--- src/verilog/usbpri_unused_guard.sv ---
// usbpri_unused_guard: intentionally empty
`timescale 1ns/1ps
`default_nettype none
`default_nettype wire

--- src/verilog/usbpri_pkg.sv ---
// usbpri_pkg: register map, field positions and codes of the usb pipe response block
package usbpri_pkg;
	localparam logic [7:0] ENABLE_OFF    = 8'h40;
	localparam logic [7:0] CONTROL_OFF   = 8'h44;
	localparam logic [7:0] STATUS0_OFF   = 8'h60;
	localparam logic [7:0] READY_OFF     = 8'h64;
	localparam logic [7:0] NRDY_OFF      = 8'h68;
	localparam logic [7:0] EMPTY_OFF     = 8'h6C;
	localparam logic [7:0] CTRL_MPS_OFF  = 8'h84;
	localparam logic [7:0] CTRL_PIPE_OFF = 8'h88;
	localparam logic [7:0] PIPE_BASE_OFF = 8'h90;
	localparam int SEQ_CLEAR_BIT     = 8;
	localparam int NYET_MODE_BIT     = 4;
	localparam int VBUS_FLAG_BIT     = 15;
	localparam int RESUME_BIT        = 14;
	localparam int DEVSTATE_BIT      = 12;
	localparam int CTRLSTAGE_BIT     = 11;
	localparam int CLK_EN_BIT        = 0;
	localparam int STAGE_EN_LSB      = 8;
	localparam int SEQ_ERROR_IRQ_ENABLE_BIT          = 14;
	localparam int READY_IRQ_EN_BIT  = 15;
	localparam int EMPTY_EN_LSB      = 8;
	localparam logic [6:0] MPS_RESET = 7'h00;
	localparam logic [1:0] LINE_SE0  = 2'h0;
	localparam logic [1:0] LINE_J    = 2'h1;
	localparam logic [1:0] LINE_K    = 2'h2;
	localparam logic [1:0] RESP_NAK  = 2'h0;
	localparam logic [1:0] RESP_BUF  = 2'h1;
	localparam int CLK_PERIOD_NS     = 25;
	localparam int SEQ_CLEAR_GAP_NS  = 200;
	localparam int NRDY_CLEAR_GAP_NS = 100;
	localparam int SEQ_CLEAR_GAP_CYC = (SEQ_CLEAR_GAP_NS + CLK_PERIOD_NS - 1) / CLK_PERIOD_NS;
	localparam int NRDY_CLEAR_GAP_CYC = (NRDY_CLEAR_GAP_NS + CLK_PERIOD_NS - 1) / CLK_PERIOD_NS;
	typedef enum logic [2:0] {
		STAGE_IDLE      = 3'h0,
		STAGE_RD_DATA   = 3'h1,
		STAGE_RD_STATUS = 3'h2,
		STAGE_WR_DATA   = 3'h3,
		STAGE_WR_STATUS = 3'h4,
		STAGE_ND_STATUS = 3'h5,
		STAGE_SEQ_ERR   = 3'h6
	} usbpri_stage_type;
	typedef enum logic [1:0] {
		HS_ACK   = 2'h0,
		HS_NAK   = 2'h1,
		HS_NYET  = 2'h2,
		HS_STALL = 2'h3
	} usbpri_hs_type;
endpackage

--- src/verilog/usbpri_top.sv ---
// usbpri_top: pipe handshake selection, status flags and apb register file
// Overview of operation
// - control IN sends up to max packet size, short packet when less buffered
// - control OUT packet above max packet size sets control empty/overflow flag
// - writing one to sequence clear forces DATA0; bit reads zero, bus reset ignored
// - nyet mode zero selects ACK/NYET, one gives ACK only; hs bulk OUT
// - automatic mode answers NAK when full, ACK with two packets free, else NYET
// - response field 00 NAK, 01 buffer dependent, 1x STALL
// - non-continuous single buffer, or double with CPU side busy, answers NYET
// - oversize OUT packet on pipes 1 to 4 sets response field to STALL
// - vbus change flag sets on either edge; level status always readable
// - writing zero clears vbus flag; with clock stopped writing one re-arms
// - seven interrupt sources; only ready, empty and control stage have enables
// - resume on J to K or SE0 in suspend; device state on four events
// - not-ready on token without data or space; empty on sent or oversize
// - stage flag on stage changes except auto address; setup reported unless stage is sequence error
// - control sequence errors set control response to STALL
// - control write data beyond request length is not an error
// - ready requests kept when disabled; summary clears when all ready cleared
// - per-pipe empty enable gates flag onto empty summary
// - writing zero clears not-ready flag, one ignored; software spaces clears
`timescale 1ns/1ps
`default_nettype none
module usbpri_top import usbpri_pkg::*; #(
	parameter int HS_BULK_MPS = 512,
	parameter int FS_MAX_MPS  = 64
) (
	input  wire logic        pclk,
	input  wire logic        presetn,
	input  wire logic        psel,
	input  wire logic        penable,
	input  wire logic        pwrite,
	input  wire logic [7:0]  paddr,
	input  wire logic [31:0] pwdata,
	output logic             pready,
	output logic [31:0]      prdata,
	output logic             pslverr,
	input  wire logic        vbus_in,
	input  wire logic        high_speed,
	input  wire logic        suspended,
	input  wire logic [1:0]  line_state,
	input  wire logic        bus_reset,
	input  wire logic        suspend_det,
	input  wire logic        addr_set,
	input  wire logic        config_set,
	input  wire logic        setup_done,
	input  wire logic        stage_valid,
	input  wire logic [2:0]  stage_code,
	input  wire logic        auto_addr_req,
	input  wire logic        ctrl_first,
	input  wire logic        tok_valid,
	input  wire logic [2:0]  tok_pipe,
	input  wire logic        tok_in,
	input  wire logic [10:0] tok_bytes,
	input  wire logic        tok_bulk,
	input  wire logic        tok_double,
	input  wire logic        tok_cont,
	input  wire logic        tok_cpu_empty,
	input  wire logic        rx_valid,
	input  wire logic [2:0]  rx_pipe,
	input  wire logic [10:0] rx_len,
	input  wire logic        rx_data1,
	input  wire logic [4:0]  xfer_ok,
	input  wire logic [4:0]  tx_all_sent,
	input  wire logic [4:0]  buf_ready_ev,
	output logic             hs_valid,
	output logic [1:0]       hs_code,
	output logic [6:0]       tx_len,
	output logic [3:0]       seq_toggle
);
	localparam int NP = 5;

	function automatic logic [NP-1:0] onehot(input logic [2:0] idx, input logic v);
		return v ? (NP'(1) << idx) : '0;
	endfunction

	function automatic logic [NP-1:0] clr0(input logic [NP-1:0] cur, input logic [NP-1:0] set,
		input logic wen, input logic [NP-1:0] wd);
		return set | (wen ? (cur & wd) : cur);
	endfunction

	logic [6:0]           ctrl_max_packet_size, next_mps;
	logic [NP-1:0][1:0]   resp, next_resp;
	logic [NP-1:0]        nyet_handshake_mode, next_nyet, toggle, next_toggle, seqclr;
	logic [NP-1:0]        pipe_ready_flag, next_ready, pipe_not_ready_flag, next_nrdy;
	logic [NP-1:0]        pipe_empty_overflow_flag, next_empty, pipe_ready_enable, next_ready_en;
	logic [NP-1:0]        pipe_empty_enable, next_empty_en, tok_oh, ovr_oh, nrdy_set, empty_set, w_pipe;
	logic                 internal_clock_enable, next_clk_en, seq_error_irq_enable, next_seq_error_irq_enable;
	logic                 buffer_ready_irq_enable, next_ready_irq_en;
	logic [5:0]           stage_en, next_stage_en;
	logic                 vbus_level_status, vbus_change_flag, next_vbus_flag, armed, next_armed;
	logic                 resume_flag, next_resume, device_state_flag, next_devstate;
	logic                 ctrl_stage_flag, next_ctrl_flag, buffer_empty_summary, next_buffer_empty_summary;
	logic                 buffer_ready_summary, next_buffer_ready_summary, next_hs_valid;
	logic [1:0]           prev_line, cur_resp, next_hs_code;
	logic [6:0]           next_tx_len, tok_low;
	usbpri_stage_type     ctrl_stage_code, next_stage, in_stage;
	logic                 acc, wr, w_status0, rset, vset, seq_err, over, nyet_cond;
	logic [10:0]          limit;
	logic                 next_pready, next_pslverr;
	logic [31:0]          next_prdata;

	assign tok_low = tok_bytes[6:0];

	// bus group: zero wait states, answer registered during setup
	always_comb begin
		next_pready  = psel & ~penable;
		next_prdata  = 32'h0000_0000;
		next_pslverr = 1'b0;
		case (paddr)
			ENABLE_OFF:    next_prdata = {19'h0, pipe_empty_enable, 3'h0, pipe_ready_enable};
			CONTROL_OFF:   next_prdata = {16'h0, buffer_ready_irq_enable, seq_error_irq_enable, stage_en, 7'h0,
				internal_clock_enable};
			STATUS0_OFF:   next_prdata = {16'h0, vbus_change_flag, resume_flag, 1'b0, device_state_flag,
				ctrl_stage_flag, buffer_empty_summary, |pipe_not_ready_flag, buffer_ready_summary,
				vbus_level_status, 4'h0, ctrl_stage_code};
			READY_OFF:     next_prdata = {27'h0, pipe_ready_flag};
			NRDY_OFF:      next_prdata = {27'h0, pipe_not_ready_flag};
			EMPTY_OFF:     next_prdata = {27'h0, pipe_empty_overflow_flag};
			CTRL_MPS_OFF:  next_prdata = {25'h0, ctrl_max_packet_size};
			CTRL_PIPE_OFF: next_prdata = {30'h0, resp[0]};
			default: begin
				next_pslverr = psel & ~penable;
				for (int p = 1; p < NP; p++) begin
					if (paddr == PIPE_BASE_OFF + 8'(4 * (p - 1))) begin
						// sequence clear always reads zero
						next_prdata  = {23'h0, 1'b0, 3'h0, nyet_handshake_mode[p], toggle[p], 1'b0, resp[p]};
						next_pslverr = 1'b0;
					end
				end
			end
		endcase
	end

	always_ff @(posedge pclk or negedge presetn) begin
		if (!presetn) begin
			pready  <= 1'b0;
			prdata  <= 32'h0000_0000;
			pslverr <= 1'b0;
		end else begin
			pready  <= next_pready;
			prdata  <= next_prdata;
			pslverr <= next_pslverr;
		end
	end

	// core group
	always_comb begin
		acc       = psel & penable & pready;
		wr        = acc & pwrite;
		w_status0 = wr && paddr == STATUS0_OFF;
		for (int p = 0; p < NP; p++) begin
			w_pipe[p] = (p != 0) && wr && paddr == PIPE_BASE_OFF + 8'(4 * (p - 1));
		end
		tok_oh    = onehot(tok_pipe, tok_valid);
		limit     = high_speed ? 11'(HS_BULK_MPS) : 11'(FS_MAX_MPS);
		over      = rx_len > ((rx_pipe == 3'h0) ? {4'h0, ctrl_max_packet_size} : limit);
		ovr_oh    = onehot(rx_pipe, rx_valid & over);
		in_stage  = usbpri_stage_type'(stage_code);
		// write data beyond the request length is deliberately not checked
		seq_err   = 1'b0;
		if (tok_valid && tok_pipe == 3'h0) begin
			unique case (ctrl_stage_code)
				STAGE_RD_DATA:   seq_err = ~tok_in & ctrl_first;
				STAGE_RD_STATUS: seq_err = tok_in;
				STAGE_WR_DATA:   seq_err = tok_in & ctrl_first;
				STAGE_WR_STATUS,
				STAGE_ND_STATUS: seq_err = ~tok_in;
				STAGE_IDLE,
				STAGE_SEQ_ERR:   seq_err = 1'b0;
				default:         seq_err = 1'b0;
			endcase
		end
		if (rx_valid && rx_pipe == 3'h0) begin
			if (ctrl_stage_code == STAGE_RD_STATUS && !rx_data1) seq_err = 1'b1;
			if (ctrl_stage_code == STAGE_WR_DATA && ctrl_first && !rx_data1) seq_err = 1'b1;
		end
		next_mps          = (wr && paddr == CTRL_MPS_OFF) ? pwdata[6:0] : ctrl_max_packet_size;
		next_resp         = resp;
		next_nyet         = nyet_handshake_mode;
		next_toggle       = toggle;
		seqclr            = '0;
		if (wr && paddr == CTRL_PIPE_OFF) next_resp[0] = pwdata[1:0];
		if (seq_err) next_resp[0][1] = 1'b1;
		for (int p = 1; p < NP; p++) begin
			if (w_pipe[p]) begin
				next_resp[p] = pwdata[1:0];
				next_nyet[p] = pwdata[NYET_MODE_BIT];
			end
			seqclr[p] = w_pipe[p] & pwdata[SEQ_CLEAR_BIT];
			if (ovr_oh[p]) next_resp[p][1] = 1'b1;
			// a clear in the same cycle as a transfer wins; pipe is under NAK then
			next_toggle[p] = seqclr[p] ? 1'b0 : toggle[p] ^ xfer_ok[p];
		end
		nrdy_set          = tok_oh & {NP{tok_bytes == 11'h000}};
		empty_set         = tx_all_sent | ovr_oh;
		next_ready        = clr0(pipe_ready_flag, buf_ready_ev, wr && paddr == READY_OFF, pwdata[4:0]);
		next_nrdy         = clr0(pipe_not_ready_flag, nrdy_set, wr && paddr == NRDY_OFF, pwdata[4:0]);
		next_empty        = clr0(pipe_empty_overflow_flag, empty_set, wr && paddr == EMPTY_OFF, pwdata[4:0]);
		next_buffer_ready_summary         = (next_ready == '0) ? 1'b0 :
			buffer_ready_summary | (|(buf_ready_ev & pipe_ready_enable) & buffer_ready_irq_enable);
		next_buffer_empty_summary         = (next_empty == '0) ? 1'b0 :
			buffer_empty_summary | (|(empty_set & pipe_empty_enable));
		next_ready_en     = pipe_ready_enable;
		next_empty_en     = pipe_empty_enable;
		if (wr && paddr == ENABLE_OFF) begin
			next_ready_en = pwdata[4:0];
			next_empty_en = pwdata[EMPTY_EN_LSB +: NP];
		end
		next_clk_en       = internal_clock_enable;
		next_stage_en     = stage_en;
		next_seq_error_irq_enable         = seq_error_irq_enable;
		next_ready_irq_en = buffer_ready_irq_enable;
		if (wr && paddr == CONTROL_OFF) begin
			next_clk_en       = pwdata[CLK_EN_BIT];
			next_stage_en     = pwdata[STAGE_EN_LSB +: 6];
			next_seq_error_irq_enable         = pwdata[SEQ_ERROR_IRQ_ENABLE_BIT];
			next_ready_irq_en = pwdata[READY_IRQ_EN_BIT];
		end
		// vbus is sampled on pclk; detection while pclk itself stops is left to the pad ring
		vset           = armed & (vbus_in != vbus_level_status);
		next_vbus_flag = vset | (w_status0 ? vbus_change_flag & pwdata[VBUS_FLAG_BIT] : vbus_change_flag);
		next_armed     = armed;
		if (w_status0) next_armed = pwdata[VBUS_FLAG_BIT] | (internal_clock_enable & armed);
		rset           = suspended && prev_line == LINE_J && (line_state == LINE_K || line_state == LINE_SE0);
		next_resume    = rset | (w_status0 ? resume_flag & pwdata[RESUME_BIT] : resume_flag);
		next_devstate  = (bus_reset | suspend_det | addr_set | config_set) |
			(w_status0 ? device_state_flag & pwdata[DEVSTATE_BIT] : device_state_flag);
		next_ctrl_flag = w_status0 ? ctrl_stage_flag & pwdata[CTRLSTAGE_BIT] : ctrl_stage_flag;
		next_stage     = ctrl_stage_code;
		if (ctrl_stage_code == STAGE_SEQ_ERR) begin
			if (w_status0 && !pwdata[CTRLSTAGE_BIT]) next_stage = STAGE_IDLE;
		end else if (seq_err) begin
			next_stage = STAGE_SEQ_ERR;
			if (seq_error_irq_enable) next_ctrl_flag = 1'b1;
		end else if ((setup_done || stage_valid) && !auto_addr_req && in_stage != STAGE_SEQ_ERR) begin
			next_stage = in_stage;
			if (setup_done || stage_en[stage_code]) next_ctrl_flag = 1'b1;
		end
		// handshake selection
		cur_resp      = (tok_pipe < 3'(NP)) ? resp[tok_pipe] : RESP_NAK;
		nyet_cond     = (!tok_cont && !tok_double) || (!tok_cont && tok_double && !tok_cpu_empty) ||
			({1'b0, tok_bytes} < 12'(2 * HS_BULK_MPS));
		next_hs_valid = tok_valid;
		if (!tok_valid) next_hs_code = hs_code;
		else if (cur_resp[1]) next_hs_code = HS_STALL;
		else if (cur_resp == RESP_NAK || tok_bytes == 11'h000) next_hs_code = HS_NAK;
		else if (!tok_in && tok_pipe != 3'h0 && high_speed && tok_bulk && !nyet_handshake_mode[tok_pipe] && nyet_cond)
			next_hs_code = HS_NYET;
		else next_hs_code = HS_ACK;
		next_tx_len = tx_len;
		if (tok_valid && tok_in && tok_pipe == 3'h0)
			next_tx_len = (tok_bytes < {4'h0, ctrl_max_packet_size}) ? tok_low : ctrl_max_packet_size;
	end

	always_ff @(posedge pclk or negedge presetn) begin
		if (!presetn) begin
			ctrl_max_packet_size     <= MPS_RESET;
			resp                     <= '0;
			nyet_handshake_mode      <= '0;
			toggle                   <= '0;
			pipe_ready_flag          <= '0;
			pipe_not_ready_flag      <= '0;
			pipe_empty_overflow_flag <= '0;
			pipe_ready_enable        <= '0;
			pipe_empty_enable        <= '0;
			internal_clock_enable    <= 1'b0;
			seq_error_irq_enable     <= 1'b0;
			buffer_ready_irq_enable  <= 1'b0;
			stage_en                 <= '0;
			vbus_level_status        <= 1'b0;
			vbus_change_flag         <= 1'b0;
			armed                    <= 1'b1;
			resume_flag              <= 1'b0;
			device_state_flag        <= 1'b0;
			ctrl_stage_flag          <= 1'b0;
			buffer_empty_summary     <= 1'b0;
			buffer_ready_summary     <= 1'b0;
			prev_line                <= LINE_SE0;
			ctrl_stage_code          <= STAGE_IDLE;
			hs_valid                 <= 1'b0;
			hs_code                  <= HS_ACK;
			tx_len                   <= 7'h00;
			seq_toggle               <= 4'h0;
		end else begin
			ctrl_max_packet_size     <= next_mps;
			resp                     <= next_resp;
			nyet_handshake_mode      <= next_nyet;
			toggle                   <= next_toggle;
			pipe_ready_flag          <= next_ready;
			pipe_not_ready_flag      <= next_nrdy;
			pipe_empty_overflow_flag <= next_empty;
			pipe_ready_enable        <= next_ready_en;
			pipe_empty_enable        <= next_empty_en;
			internal_clock_enable    <= next_clk_en;
			seq_error_irq_enable     <= next_seq_error_irq_enable;
			buffer_ready_irq_enable  <= next_ready_irq_en;
			stage_en                 <= next_stage_en;
			vbus_level_status        <= vbus_in;
			vbus_change_flag         <= next_vbus_flag;
			armed                    <= next_armed;
			resume_flag              <= next_resume;
			device_state_flag        <= next_devstate;
			ctrl_stage_flag          <= next_ctrl_flag;
			buffer_empty_summary     <= next_buffer_empty_summary;
			buffer_ready_summary     <= next_buffer_ready_summary;
			prev_line                <= line_state;
			ctrl_stage_code          <= next_stage;
			hs_valid                 <= next_hs_valid;
			hs_code                  <= next_hs_code;
			tx_len                   <= next_tx_len;
			seq_toggle               <= next_toggle[4:1];
		end
	end
endmodule // usbpri_top
`default_nettype wire

--- config.mk ---
export PLATFORM = sky130hd
export DESIGN_NAME = usbpri_top
export DESIGN_NICKNAME = d
export VERILOG_FILES = /design/src/verilog/usbpri_unused_guard.sv /design/src/verilog/usbpri_pkg.sv /design/src/verilog/usbpri_top.sv
export SDC_FILE = /design/constraint.sdc
export NUM_CORES = 1
export LEC_CHECK = 0
export ABC_AREA = 1
export ABC_CLOCK_PERIOD_IN_PS = 4790
export CAP_MARGIN = 20
export CORE_ASPECT_RATIO = 2
export CORE_MARGIN = 2
export CORE_UTILIZATION = 25
export CTS_CLUSTER_DIAMETER = 150
export DETAILED_ROUTE_END_ITERATION = 12
export DONT_BUFFER_PORTS = 1
export HOLD_SLACK_MARGIN = 0.03
export MAX_ROUTING_LAYER = met4
export PLACE_DENSITY_LB_ADDON = 0.12
export SYNTH_ARGS = -nofsm -noshare
export SYNTH_HDL_FRONTEND = slang
export SYNTH_SLANG_ARGS = --single-unit
--- constraint.sdc ---
create_clock -name pclk -period 4.79 [get_ports pclk]
set_input_delay 0.958 -clock pclk [delete_from_list [all_inputs] [get_ports pclk]]
set_output_delay 0.958 -clock pclk [all_outputs]
set_load 0.01 [all_outputs]
==> results.sh <==
export IMPL_hold_viol=0
export IMPL_max_slew_margin_rel=0.510
export IMPL_crit_path_max_fanout=8
export IMPL_fin_setup_tns_ns=0
export IMPL_max_freq_ghz=0.331
export IMPL_dr_wl_met3_um=1240
export IMPL_p_leak_nw=2.76
export IMPL_htreeDepth=3
export IMPL_num_antenna_cells=0
export IMPL_ys_seq_area_frac=0.458
export IMPL_cpMaxStageDelayCell="ha_1"
export IMPL_path_cells="inv_1, nand2_1, nor2_2, inv_1, nand2_1, o21ai_0, ha_1, nand2_1, inv_1, nand2_1, nand2_1, nand2_1, nand3_1, nand4_1, nand2_1, nor2_1, nand2_1, nor2_1, nor2_1"
export IMPL_ioPinCount=160
export IMPL_syn_inst=675
export IMPL_layout_commonest_cell="nand2_1"
export IMPL_synth_compound_area_frac=0.174
export IMPL_synthAdderAreaFrac=0.0321
export IMPL_nFillCells=2385
export IMPL_cts_setup_buffers=0
export IMPL_multi_input_area_um2=2500
export IMPL_start_util=0.254
export IMPL_maxCapViolations=0
export IMPL_synth_edff_count=0
export IMPL_fin_nets=806
export IMPL_wl_per_cell_um=19.5
export IMPL_grt_pass1_wl_um=28000
export IMPL_drt_iter0_markers=245
export IMPL_antenna_found_initial=0
export IMPL_clk_pin_slew_worst_paths_ns=0.07
export IMPL_numCtsBuffers=9
export IMPL_synthTopCellsByArea="dfrtp_1, nand2_1, o21ai_0"
export IMPL_fin_crit_ns=3.02
export IMPL_die_h_um=213
export IMPL_clock_latency_ns=0.36
export IMPL_drive_gt1_frac=0.0788
export IMPL_synth_largest_area_cell="dfrtp_1"
export IMPL_synth_top_area_frac=0.454
export IMPL_first_global_vias=4816
export IMPL_synthesis_area_um2=5460
export IMPL_wl_met2_um=10500
export IMPL_rsz0062_at_grt="false"
export IMPL_ys_types=52
export IMPL_hold_buffers=0
export IMPL_final_cell_mix="nand2_1, dfrtp_1, inv_1"
export IMPL_required_ns=5.04
export IMPL_synth_xor_area_frac=0.00641
export IMPL_cts_tree="yes"
export IMPL_ir_worst_vdd_v=0.000147
export IMPL_hp_class="input pin to async pin"
export IMPL_synth_seq_cells=100
export IMPL_route_top_layer_used="met4"
export IMPL_synth_ff_type="dfrtp_1"
export IMPL_vias=4567
export IMPL_avgSynthCellArea_um2=8.09
export IMPL_port_buffers=0
export IMPL_clock_sinks=100
export IMPL_seq_area_um2=2500
export IMPL_tightestPinTransition_ns=0.725
export IMPL_drtPass1Iterations=4
export IMPL_status="completed"
export IMPL_yosys_area_share_simple=0.233
export IMPL_post_route_period_util=0.631
export IMPL_synth_area_mux_share=0.00206
export IMPL_ys_warn_count=0
export IMPL_fin_worst_skew_ns=0.0115
export IMPL_path_common_cell="nand2_1"
export IMPL_vias_per_cell=4.77
export IMPL_grt_ovfl_total=0
export IMPL_crit_type="input pin to flop"
export IMPL_setup_viol=0
export IMPL_synth_top_family_by_area="simple AND/OR/NAND/NOR gates"
export IMPL_die_width_um=109
export IMPL_ant_nets=0
export IMPL_cpPeakStageDelay_ns=0.32
export IMPL_drc=0
export IMPL_powerDensity_nw_per_um2=319
export IMPL_clock_path_buffers=2
export IMPL_timing_hold_ws_ns=0.301
export IMPL_cts_resized=0
export IMPL_drv_slew=0
export IMPL_place_hpwl_um=14900
export IMPL_wl_um=18700
export IMPL_core_um2=21500
export IMPL_endpoint_kind="flop"
export IMPL_grt_max_degree=101
export IMPL_row_count=76
export IMPL_synthArstFlopShare=1.00
export IMPL_cts_root_buf="clkbuf_16"
export IMPL_wl_met1_um=6260
export IMPL_grt_usage=0.171
export IMPL_dieArea_um2=23100
export IMPL_area_growth_pct=10.4
export IMPL_place_congestion=0.845
export IMPL_arrival_ns=3.27
export IMPL_start_kind="input pin"
cell type report:
cell class / count / share of cell area
Clock inverter: 6 / 0.0114
Timing Repair Buffer: 2 / 0.00249
Inverter: 95 / 0.0591
Clock buffer: 10 / 0.0396
Sequential cell: 100 / 0.415
Multi-Input combinational cell: 472 / 0.415
Tap cell: 273 / 0.0567
synthesized netlist by cell type (all sizes together) (2+ instances only):
| library cell | n |
|---|---|
| nand2 | 158 |
| clkbuf | 2 |
| a31oi | 3 |
| nor2 | 62 |
| o31ai | 3 |
| o2111ai | 4 |
| inv | 95 |
| nor3 | 9 |
| nand3b | 3 |
| a22o | 2 |
| ha | 14 |
| a21oi | 34 |
| o21ai | 89 |
| or2 | 3 |
| nand4 | 14 |
| o211ai | 8 |
| xnor2 | 3 |
| a211oi | 2 |
| a221oi | 5 |
| buf | 21 |
| nand3 | 24 |
| dfrtp | 99 |
| a22oi | 2 |
| nor4 | 2 |
state kept, by name, summed over array words and instances, names as in the netlist, 3 cells and up:
register,flops
pipe_empty_enable,5
nyet_handshake_mode,4
resp,10
pipe_ready_enable,5
tx_len,7
toggle,4
stage_en,6
pipe_empty_overflow_flag,5
prdata,16
pipe_ready_flag,5
ctrl_stage_code,3
ctrl_max_packet_size,7
pipe_not_ready_flag,5
worst max-delay path, delay by kind of cell:
family                     cells  cell delay, ns
and+or+nand+nor               14            1.63
adders and majority gates      1            0.32
buffers and inverters          3            0.23
AOI/OAI and AO/OA              1            0.12
routing by layer:
layer,GRT usage,up-vias
met2,0.318,154
met3,0.0421,23
li1,-,2215
met4,0.0796,0
met1,0.160,2175
met5,-,-
power by group:
part,switching (mW),internal [mW],total [mW]
logic,0.117,0.0702,0.188
registers,0.0601,0.892,0.952
clock network,0.356,0.425,0.781
stage by stage:
| step | std cells | utilization | setup slack, ns | total power, mW | area [um2] |
|---|---|---|---|---|---|
| 2_1_floorplan | 690 | - | 2.01 | 1.11 | 5520 |
| 3_3_place_gp | 942 | 0.266 | 1.46 | 1.15 | 5720 |
| 3_5_place_dp | 942 | 0.266 | 1.38 | 1.16 | 5720 |
| 4_1_cts | 958 | 0.281 | 1.75 | 1.95 | 6030 |
| 5_1_grt | 958 | 0.281 | 1.41 | 2.01 | 6030 |
| 6_report | 958 | 0.281 | 1.77 | 1.92 | 6030 |
cell families (layout without fill, tap and decap cells):
| family | count (synthesis) | count (layout) |
|---|---|---|
| fa+ha+maj | 14 | 14 |
| buf+inv | 118 | 113 |
| flops | 100 | 100 |
| other cells | 1 | 16 |
| xor+xnor | 4 | 4 |
| mux | 1 | 1 |
| compound gates | 161 | 161 |
| simple gates | 276 | 276 |
path summary, 6_finish.rpt:
kind                                    startpoint                 endpoint  slack [ns]  depth (start not counted)
max                                     rx_pipe[0]     buffer_empty_summary        1.77                         19
min                                        presetn                prdata[1]        0.30                          0
max reg2reg                ctrl_max_packet_size[4]                tx_len[6]        2.38                          8
min reg2reg                buffer_ready_irq_enable  buffer_ready_irq_enable        0.49                          2
max in group asynchronous                  presetn                    armed        4.24                          0
min in group pclk          buffer_ready_irq_enable  buffer_ready_irq_enable        0.49                          2
No activity file was read; power rests on OpenSTA's default activity.
